## src/shared/flash_cmd_defs.svh

```systemverilog
/*
 * Offsets, bit positions, command codes and reset values of the flash
 * command and status block.
 * Assumes inclusion by bare name, from the design and bench files.
 */
`ifndef FLASH_CMD_DEFS_SVH
`define FLASH_CMD_DEFS_SVH

`define FC_OFF_STATUS 8'h00
`define FC_OFF_CMD 8'h04
`define FC_OFF_DIV 8'h08
`define FC_OFF_PROT 8'h0C
`define FC_OFF_ARRW 8'h10
`define FC_OFF_SEC 8'h14

`define FC_BIT_CBEF 7
`define FC_BIT_CC 6
`define FC_BIT_PVIOL 5
`define FC_BIT_ACCERR 4
`define FC_BIT_BLANK 2

`define FC_CMD_BLANK 8'h05
`define FC_CMD_BYTE 8'h20
`define FC_CMD_BURST 8'h25
`define FC_CMD_PAGE 8'h40
`define FC_CMD_MASS 8'h41

`define FC_PAGE_BITS 9
`define FC_ADDR_W 16
`define FC_PROT_RESET 8'hFF
`define FC_SEC_RESET 2'h0
`define FC_SEC_OPEN 2'h2
`define FC_RESP_OKAY 2'h0
`define FC_RESP_SLVERR 2'h2

`endif

```

## src/shared/flash_cmd_pkg.sv

```systemverilog
/*
 * Types of the flash command and status block.
 * Assumes nothing beyond the compile order.
 */
`default_nettype none

package flash_cmd_pkg;
	typedef enum logic [1:0] {SEQ_IDLE, SEQ_DATA, SEQ_CMD} seq_t;
endpackage : flash_cmd_pkg

`default_nettype wire

```

## src/core/flash_command_status_ctrl.sv

```systemverilog
/*
 * Flash command launch and status logic behind an AXI4-Lite slave.
 * Assumes the array answers each arr_go pulse with one arr_done pulse,
 * with arr_blank valid alongside it for a blank check.
 */
// Decided for this implementation: the register addresses and the AXI4-Lite slave port.
`include "flash_cmd_defs.svh"
`default_nettype none

module flash_command_status_ctrl (
	input wire logic sys_clk,
	input wire logic reset_n,
	input wire logic [7:0] s_axi_awaddr,
	input wire logic s_axi_awvalid,
	output logic s_axi_awready,
	input wire logic [31:0] s_axi_wdata,
	input wire logic [3:0] s_axi_wstrb,
	input wire logic s_axi_wvalid,
	output logic s_axi_wready,
	output logic [1:0] s_axi_bresp,
	output logic s_axi_bvalid,
	input wire logic s_axi_bready,
	input wire logic [7:0] s_axi_araddr,
	input wire logic s_axi_arvalid,
	output logic s_axi_arready,
	output logic [31:0] s_axi_rdata,
	output logic [1:0] s_axi_rresp,
	output logic s_axi_rvalid,
	input wire logic s_axi_rready,
	input wire logic stop_req,
	input wire logic arr_done,
	input wire logic arr_blank,
	output logic arr_go,
	output logic [7:0] arr_op,
	output logic [`FC_ADDR_W-1:0] arr_addr,
	output logic [7:0] arr_data,
	output logic [1:0] security_state
);

	////////////////////////////////////////////////////////////////////////
	function automatic logic cmd_legal(input logic [7:0] c);
		return c == `FC_CMD_BLANK || c == `FC_CMD_BYTE
			|| c == `FC_CMD_BURST || c == `FC_CMD_PAGE
			|| c == `FC_CMD_MASS;
	endfunction : cmd_legal

	// everything except blank check alters the array
	function automatic logic prog_erase(input logic [7:0] c);
		return c != `FC_CMD_BLANK;
	endfunction : prog_erase

	// locations above {select,0x1FF} are protected unless disabled
	function automatic logic prot_hit(input logic [7:0] c,
		input logic [`FC_ADDR_W-1:0] a, input logic [7:0] p);
		logic [`FC_ADDR_W-1:0] last_open;
		last_open = {p[7:1], {`FC_PAGE_BITS{1'b1}}};
		if (p[0] || !prog_erase(c))
			return 1'b0;
		return c == `FC_CMD_MASS || a > last_open;
	endfunction : prot_hit

	////////////////////////////////////////////////////////////////////////
	logic rst_meta_r, rst_n_r;

	always_ff @(posedge sys_clk or negedge reset_n)
		if (!reset_n)
		begin
			rst_meta_r <= 1'b0;
			rst_n_r <= 1'b0;
		end
		else
		begin
			rst_meta_r <= 1'b1;
			rst_n_r <= rst_meta_r;
		end

	////////////////////////////////////////////////////////////////////////
	// bus slave: one write and one read outstanding
	logic aw_hold_r, aw_hold_nxt, w_hold_r, w_hold_nxt;
	logic [7:0] aw_addr_r, aw_addr_nxt;
	logic [31:0] w_data_r, w_data_nxt, rdata_nxt;
	logic [3:0] w_strb_r, w_strb_nxt;
	logic awready_nxt, wready_nxt, bvalid_nxt, arready_nxt, rvalid_nxt;
	logic [1:0] bresp_nxt, rresp_nxt;
	logic wr_fire, wr_en, rd_hit, wr_hit;
	logic cbef_r, cc_r, pviol_r, acc_r, blank_r;
	logic [7:0] cmd_r, div_r, prot_r;
	logic [`FC_ADDR_W-1:0] arrw_addr_r;
	logic [7:0] arrw_data_r;
	logic [7:0] status_w;

	assign status_w = {cbef_r, cc_r, pviol_r, acc_r, 1'b0, blank_r, 2'b00};
	assign wr_fire = aw_hold_r && w_hold_r && !s_axi_bvalid;
	assign wr_hit = aw_addr_r <= `FC_OFF_SEC && aw_addr_r[1:0] == 2'b00;
	assign rd_hit = s_axi_araddr <= `FC_OFF_SEC
		&& s_axi_araddr[1:0] == 2'b00;
	// byte lane 0 carries every register's low byte
	assign wr_en = wr_fire && wr_hit && w_strb_r[0];

	always_comb
	begin
		aw_hold_nxt = aw_hold_r;
		aw_addr_nxt = aw_addr_r;
		w_hold_nxt = w_hold_r;
		w_data_nxt = w_data_r;
		w_strb_nxt = w_strb_r;
		bvalid_nxt = s_axi_bvalid;
		bresp_nxt = s_axi_bresp;
		rvalid_nxt = s_axi_rvalid;
		rdata_nxt = s_axi_rdata;
		rresp_nxt = s_axi_rresp;
		if (s_axi_awvalid && s_axi_awready)
		begin
			aw_hold_nxt = 1'b1;
			aw_addr_nxt = s_axi_awaddr;
		end
		if (s_axi_wvalid && s_axi_wready)
		begin
			w_hold_nxt = 1'b1;
			w_data_nxt = s_axi_wdata;
			w_strb_nxt = s_axi_wstrb;
		end
		if (s_axi_bvalid && s_axi_bready)
			bvalid_nxt = 1'b0;
		if (wr_fire)
		begin
			aw_hold_nxt = 1'b0;
			w_hold_nxt = 1'b0;
			bvalid_nxt = 1'b1;
			bresp_nxt = wr_hit ? `FC_RESP_OKAY : `FC_RESP_SLVERR;
		end
		if (s_axi_rvalid && s_axi_rready)
			rvalid_nxt = 1'b0;
		if (s_axi_arvalid && s_axi_arready)
		begin
			rvalid_nxt = 1'b1;
			rresp_nxt = rd_hit ? `FC_RESP_OKAY : `FC_RESP_SLVERR;
			unique case (s_axi_araddr)
				`FC_OFF_STATUS: rdata_nxt = {24'h000000, status_w};
				`FC_OFF_CMD: rdata_nxt = {24'h000000, cmd_r};
				`FC_OFF_DIV: rdata_nxt = {24'h000000, div_r};
				`FC_OFF_PROT: rdata_nxt = {24'h000000, prot_r};
				`FC_OFF_ARRW: rdata_nxt = {arrw_addr_r, 8'h00, arrw_data_r};
				`FC_OFF_SEC: rdata_nxt = {30'h0, security_state};
				default: rdata_nxt = 32'h00000000;
			endcase
		end
		awready_nxt = !aw_hold_nxt && !bvalid_nxt;
		wready_nxt = !w_hold_nxt && !bvalid_nxt;
		arready_nxt = !rvalid_nxt;
	end

	always_ff @(posedge sys_clk or negedge rst_n_r)
		if (!rst_n_r)
		begin
			aw_hold_r <= 1'b0;
			aw_addr_r <= 8'h00;
			w_hold_r <= 1'b0;
			w_data_r <= 32'h00000000;
			w_strb_r <= 4'h0;
			s_axi_awready <= 1'b0;
			s_axi_wready <= 1'b0;
			s_axi_bvalid <= 1'b0;
			s_axi_bresp <= 2'h0;
			s_axi_arready <= 1'b0;
			s_axi_rvalid <= 1'b0;
			s_axi_rdata <= 32'h00000000;
			s_axi_rresp <= 2'h0;
		end
		else
		begin
			aw_hold_r <= aw_hold_nxt;
			aw_addr_r <= aw_addr_nxt;
			w_hold_r <= w_hold_nxt;
			w_data_r <= w_data_nxt;
			w_strb_r <= w_strb_nxt;
			s_axi_awready <= awready_nxt;
			s_axi_wready <= wready_nxt;
			s_axi_bvalid <= bvalid_nxt;
			s_axi_bresp <= bresp_nxt;
			s_axi_arready <= arready_nxt;
			s_axi_rvalid <= rvalid_nxt;
			s_axi_rdata <= rdata_nxt;
			s_axi_rresp <= rresp_nxt;
		end

	////////////////////////////////////////////////////////////////////////
	// command sequencer: one buffered command, plus one running only if both are bursts
	flash_cmd_pkg::seq_t seq_r, seq_nxt;
	logic cbef_nxt, cc_nxt, pviol_nxt, acc_nxt, blank_nxt;
	logic [7:0] cmd_nxt, div_nxt, prot_nxt;
	logic div_set_r, div_set_nxt, pend_r, pend_nxt, run_r, run_nxt;
	logic [7:0] pend_cmd_r, pend_cmd_nxt, pend_data_r, pend_data_nxt;
	logic [`FC_ADDR_W-1:0] pend_addr_r, pend_addr_nxt;
	logic [`FC_ADDR_W-1:0] arrw_addr_nxt;
	logic [7:0] arrw_data_nxt;
	logic go_nxt, handoff, launch, accept, seq_err, bad_code, no_div;
	logic queue_bad, protect;
	logic [7:0] op_nxt, data_nxt;
	logic [`FC_ADDR_W-1:0] addr_nxt;
	logic [1:0] sec_nxt;
	logic wr_st, wr_cmd, wr_arr;

	assign wr_st = wr_en && aw_addr_r == `FC_OFF_STATUS;
	assign wr_cmd = wr_en && aw_addr_r == `FC_OFF_CMD;
	assign wr_arr = wr_en && aw_addr_r == `FC_OFF_ARRW;
	// a 1 written while the buffer is full has nothing to launch
	assign launch = wr_st && w_data_r[`FC_BIT_CBEF] && cbef_r;
	assign seq_err = seq_r != flash_cmd_pkg::SEQ_CMD;
	assign bad_code = !cmd_legal(cmd_r);
	assign no_div = prog_erase(cmd_r) && !div_set_r;
	assign queue_bad = (run_r || pend_r) && !(cmd_r == `FC_CMD_BURST
		&& arr_op == `FC_CMD_BURST && !pend_r);
	assign protect = prot_hit(cmd_r, arrw_addr_r, prot_r);
	assign accept = launch && !seq_err && !bad_code && !no_div
		&& !queue_bad && !protect;
	assign handoff = pend_r && (!run_r || arr_done);

	always_comb
	begin
		seq_nxt = seq_r;
		cmd_nxt = cmd_r;
		div_nxt = div_r;
		div_set_nxt = div_set_r;
		prot_nxt = prot_r;
		arrw_addr_nxt = arrw_addr_r;
		arrw_data_nxt = arrw_data_r;
		cbef_nxt = cbef_r;
		pviol_nxt = pviol_r;
		acc_nxt = acc_r;
		blank_nxt = blank_r;
		pend_nxt = pend_r;
		pend_cmd_nxt = pend_cmd_r;
		pend_addr_nxt = pend_addr_r;
		pend_data_nxt = pend_data_r;
		run_nxt = run_r;
		go_nxt = 1'b0;
		op_nxt = arr_op;
		addr_nxt = arr_addr;
		data_nxt = arr_data;
		sec_nxt = security_state;
		// clears first so that a same-cycle set wins
		if (wr_st && w_data_r[`FC_BIT_PVIOL])
			pviol_nxt = 1'b0;
		if (wr_st && w_data_r[`FC_BIT_ACCERR])
			acc_nxt = 1'b0;
		if (wr_en && aw_addr_r == `FC_OFF_DIV)
		begin
			div_nxt = w_data_r[7:0];
			div_set_nxt = 1'b1;
		end
		if (wr_en && aw_addr_r == `FC_OFF_PROT)
			prot_nxt = w_data_r[7:0];
		if (wr_arr)
		begin
			arrw_addr_nxt = w_data_r[31:16];
			arrw_data_nxt = w_data_r[7:0];
			seq_nxt = flash_cmd_pkg::SEQ_DATA;
			if (seq_r != flash_cmd_pkg::SEQ_IDLE || !cbef_r)
			begin
				acc_nxt = 1'b1;
				seq_nxt = flash_cmd_pkg::SEQ_IDLE;
			end
		end
		if (wr_cmd)
		begin
			cmd_nxt = w_data_r[7:0];
			seq_nxt = flash_cmd_pkg::SEQ_CMD;
			if (seq_r != flash_cmd_pkg::SEQ_DATA)
			begin
				acc_nxt = 1'b1;
				seq_nxt = flash_cmd_pkg::SEQ_IDLE;
			end
		end
		if (launch)
		begin
			seq_nxt = flash_cmd_pkg::SEQ_IDLE;
			if (seq_err || bad_code || no_div || queue_bad)
				acc_nxt = 1'b1;
			else if (protect)
				pviol_nxt = 1'b1;
		end
		if (stop_req && (run_r || pend_r))
			acc_nxt = 1'b1;
		if (run_r && arr_done)
		begin
			run_nxt = 1'b0;
			if (arr_op == `FC_CMD_BLANK)
			begin
				blank_nxt = arr_blank;
				if (arr_blank)
					sec_nxt = `FC_SEC_OPEN;
			end
		end
		if (handoff)
		begin
			pend_nxt = 1'b0;
			cbef_nxt = 1'b1;
			run_nxt = 1'b1;
			go_nxt = 1'b1;
			op_nxt = pend_cmd_r;
			addr_nxt = pend_addr_r;
			data_nxt = pend_data_r;
		end
		// a full buffer ignores the 1, so a same-cycle handoff still frees it
		if (launch)
			cbef_nxt = 1'b0;
		if (accept)
		begin
			pend_nxt = 1'b1;
			pend_cmd_nxt = cmd_r;
			pend_addr_nxt = arrw_addr_r;
			pend_data_nxt = arrw_data_r;
			blank_nxt = 1'b0;
		end
		else if (launch)
			cbef_nxt = 1'b1; // rejected: command dropped, buffer free
		cc_nxt = cbef_nxt && !run_nxt && !pend_nxt;
	end

	always_ff @(posedge sys_clk or negedge rst_n_r)
		if (!rst_n_r)
		begin
			seq_r <= flash_cmd_pkg::SEQ_IDLE;
			cmd_r <= 8'h00;
			div_r <= 8'h00;
			div_set_r <= 1'b0;
			prot_r <= `FC_PROT_RESET;
			arrw_addr_r <= 16'h0000;
			arrw_data_r <= 8'h00;
			cbef_r <= 1'b1;
			cc_r <= 1'b1;
			pviol_r <= 1'b0;
			acc_r <= 1'b0;
			blank_r <= 1'b0;
			pend_r <= 1'b0;
			pend_cmd_r <= 8'h00;
			pend_addr_r <= 16'h0000;
			pend_data_r <= 8'h00;
			run_r <= 1'b0;
			arr_go <= 1'b0;
			arr_op <= 8'h00;
			arr_addr <= 16'h0000;
			arr_data <= 8'h00;
			security_state <= `FC_SEC_RESET;
		end
		else
		begin
			seq_r <= seq_nxt;
			cmd_r <= cmd_nxt;
			div_r <= div_nxt;
			div_set_r <= div_set_nxt;
			prot_r <= prot_nxt;
			arrw_addr_r <= arrw_addr_nxt;
			arrw_data_r <= arrw_data_nxt;
			cbef_r <= cbef_nxt;
			cc_r <= cc_nxt;
			pviol_r <= pviol_nxt;
			acc_r <= acc_nxt;
			blank_r <= blank_nxt;
			pend_r <= pend_nxt;
			pend_cmd_r <= pend_cmd_nxt;
			pend_addr_r <= pend_addr_nxt;
			pend_data_r <= pend_data_nxt;
			run_r <= run_nxt;
			arr_go <= go_nxt;
			arr_op <= op_nxt;
			arr_addr <= addr_nxt;
			arr_data <= data_nxt;
			security_state <= sec_nxt;
		end
endmodule : flash_command_status_ctrl

`default_nettype wire

```

## config.mk

```make
export PLATFORM = sky130hd
export DESIGN_NAME = flash_command_status_ctrl
export DESIGN_NICKNAME = d
export VERILOG_FILES = /design/src/shared/flash_cmd_pkg.sv /design/src/core/flash_command_status_ctrl.sv
export VERILOG_INCLUDE_DIRS = /design/src /design/src/shared
export SDC_FILE = /design/constraint.sdc
export NUM_CORES = 1
export LEC_CHECK = 0
export BUFFER_PORTS_ARGS = -buffer_cell sky130_fd_sc_hd__buf_2
export CAP_MARGIN = 20
export CORE_AREA = 4 4 148 150
export CTS_CLUSTER_SIZE = 40
export DETAILED_ROUTE_END_ITERATION = 10
export DIE_AREA = 0 0 152 154
export PLACE_DENSITY = 0.7
export SLEW_MARGIN = 0
export SYNTH_ARGS = -nofsm -noshare
export SYNTH_HDL_FRONTEND = slang
export SYNTH_SLANG_ARGS = --single-unit
export TNS_END_PERCENT = 1
```

## constraint.sdc

```tcl
create_clock -name sys_clk -period 7.2 [get_ports sys_clk]
set_clock_uncertainty 0.2 [all_clocks]
set_input_delay 1.8 -clock sys_clk [delete_from_list [all_inputs] [get_ports sys_clk]]
set_output_delay 1.8 -clock sys_clk [all_outputs]
set_load 0.02 [all_outputs]
```

==> flow_metrics.py <==
metrics = {
    "grt": {
        "grt_max_degree": 81,
        "grt_pass1_vias": 5019,
        "grtUsageTotal_pct": 15.2,
        "grt_pass1_wl_mm": 27.9,
        "grt_overflow_total": 0,
        "antenna_found_initial": 0,
    },
    "placed_design": {
        "dp_hpwl_mm": 11.9,
        "gp_congestion": 0.775,
        "portBuffers": 115,
    },
    "synth": {
        "syn-mean-instance-area_sq_um": 13.7,
        "synthDistinctLibCells": 59,
        "syn_area_sq_mm": 0.00813,
        "synth_edf_count": 0,
        "yosys_warnings": 0,
        "async_flop_share_pct": 100,
        "netlist.area_leader.share_pct": 56.0,
        "synth_top_flop_cell": "dfrtp_1",
        "yosysSeqAreaShare_pct": 59.3,
        "synth_top_area_cell": "dfrtp_1",
        "yosys-top-cells-area": "dfrtp_1 56%, mux2_2 17%, mux2_4 4.1%, dfstp_2 3.2%, nand2_1 2.1%",
        "synth_cells": 594,
        "ys_seq_elements": 192,
    },
    "power": {
        "power_frac_seq_pct": 50.3,
        "pwr-share-comb_pct": 13.4,
        "leakagePower_nw": 4.81,
        "power.total_mw": 2.73,
        "pwr_density_cell_mw_per_mm2": 285,
        "switching_share_pct": 26.5,
        "switching_power_uw": 725,
        "pwr-share-clk_pct": 36.2,
        "ir_drop_mv": 0.159,
        "p_int_mw": 2.01,
    },
    "setup_path": {
        "crit_path_top_delay_cell": "clkinv_1",
        "crit_chain": "buf_2, nand2b_1, nand2_1, clkinv_1, buf_16, mux2_2",
        "critPathCaptureType": "flip-flop",
        "reg2reg_slack_ps": 4120,
        "cp_max_fo": 14,
        "arrival_ps": 3820,
        "max_stage_delay_ps": 650,
        "path_class": "in -> reg",
        "worst_ep_required_time_ps": 7310,
        "critPathLaunchType": "primary input",
    },
    "clocking": {
        "clk_path_buf_depth": 2,
        "cts_setup_buffers": 0,
        "clock_sinks": 192,
        "clkTransAtPathRegs_ps": 70,
        "holdBufCountCts": 0,
        "cts_tree": "done",
        "cts_buffers": 17,
        "postCtsResizedCells": 0,
        "clk_latency_ps": 430,
        "cts_root_buf": "clkbuf_16",
        "ctsHtreeMaxLevel": 4,
    },
    "floorplanning": {
        "pin_count": 138,
        "die_x_microns": 152,
        "fp-row-count": 53,
        "die_area_sq_mm": 0.0234,
        "core_sq_mm": 0.0207,
        "initial_core_util_pct": 39.3,
        "die_h_microns": 154,
    },
    "route": {
        "antenna_left": 0,
        "drt_iter0_drc": 223,
        "wl_per_cell_microns": 17.4,
        "viasPerCell": 4.99,
        "firstDrtPassIters": 4,
        "drc": 0,
        "vias": 4993,
        "routed_wl_mm": 17.4,
    },
    "finish": {
        "nNetsFinal": 782,
        "drive_above_1_share_pct": 44.3,
        "antennaDiodeCount": 0,
        "area_growth_pct": 18.2,
    },
    "timing": {
        "finalSetupViolations": 0,
        "fmax_mhz": 270,
        "tightestPinTransition_ps": 933,
        "hold_violations": 0,
        "finalSetupTns_ps": 0,
        "drv_slew": 0,
        "rsz0062_at_grt": "false",
        "fin_crit_sh_pct": 51.5,
        "min_period_ps": 3710,
        "slew_headroom_pct": 37.8,
    },
    "run": {
        "maxCapViolCount": 0,
    },
    "hold_path": {
        "hold_class": "reg -> async",
    },
    "run_status": {
        "outcome": "completed",
    },
}
[power groups by stage]
stage	clock network, mW	registers, mW	logic, mW
5_1_grt	1.06	1.40	0.406
4_1_cts	1.01	1.38	0.371
2_1_floorplan	0	1.36	0.284
3_5_place_dp	0	1.40	0.370
6_report	0.991	1.38	0.368
3_3_place_gp	0	1.39	0.360
[worst max-delay path: cells and delay by family]
kind                   cells  cell delay [ps]
buffers and inverters      3             1130
muxes                      1              270
and+or+nand+nor            2              600
[layer usage]
metal	wire length, microns	up-vias	track usage [%]
met3	793	19	3.72
met4	303	0	5.65
met5	0	-	0
met2	7750	110	22.5
li1	-	2342	-
met1	8590	2522	21.8
[layout make-up]
cell class / instances / area (sq um)
Fill cell: 1896 / 11100
Sequential cell: 192 / 4820
Multi-Input combinational cell: 361 / 3090
Timing Repair Buffer: 125 / 691
Clock buffer: 21 / 450
Tap cell: 275 / 344
Clock inverter: 10 / 158
Inverter: 16 / 60.1
[flip-flops by register name, summed over array words and instances (netlist names), 16 cells and up]
| name | count |
|---|---|
| arrw_addr_r | 16 |
| w_data_r | 24 |
| arr_addr | 16 |
| pend_addr_r | 16 |
| s_axi_rdata | 24 |
[cell usage in the layout, fill, tap and decap left out, types with 8 or more instances in the layout]
cell type    n
dfrtp_1    181
nand2_1     45
mux2_4      22
dfstp_2     10
clkbuf_16   17
buf_2      115
mux2_2     121
o21ai_0     13
nand3_1     27
buf_4        8
mux2i_1      8
inv_1       15
conb_1      12
a21oi_1     11
[worst paths after layout]
path                                        to  depth (start not counted)       start
worst max-delay path               arr_data[1]                          6    arr_done
worst min-delay path            pend_addr_r[8]                          0     rst_n_r
worst max register to register  pend_addr_r[3]                          6    cmd_r[3]
worst min register to register  pend_addr_r[8]                          0     rst_n_r
max in group asynchronous            arr_op[1]                          1     rst_n_r
min in group sys_clk                   rst_n_r                          0  rst_meta_r
[synth_stat cells (all sizes together), types with 7 or more instances]
cell type	count
nand2	45
nand3	27
inv	15
and2	7
mux2i	8
a21oi	11
dfrtp	182
ha	7
a22o	7
mux2	143
o21ai	16
buf	22
clkbuf	13
dfstp	10
[cell families (layout without fill, tap and decap cells)]
| kind of cell | Yosys count | after routing | synth area share, % |
|---|---|---|---|
| AOI/OAI and AO/OA | 54 | 54 | 4.62 |
| and+or+nand+nor | 137 | 137 | 9.85 |
| adders and majority gates | 7 | 7 | 1.08 |
| buffers and inverters | 51 | 172 | 3.29 |
| muxes | 151 | 151 | 21.8 |
| other | 2 | 12 | 0.0924 |
| DFF | 192 | 192 | 59.3 |
[metrics by stage]
step	util (%)	setup WS, ps	cells	cell area (sq um)	hold slack, ps
2_1_floorplan	-	1270	604	8170	131
3_5_place_dp	43.4	2950	968	8980	101
6_report	46.5	3490	1000	9610	82.4
3_3_place_gp	43.2	2640	966	8940	105
5_1_grt	46.5	3300	1000	9610	138
4_1_cts	46.3	3410	999	9580	110
No activity file was read; power rests on OpenSTA's default activity.
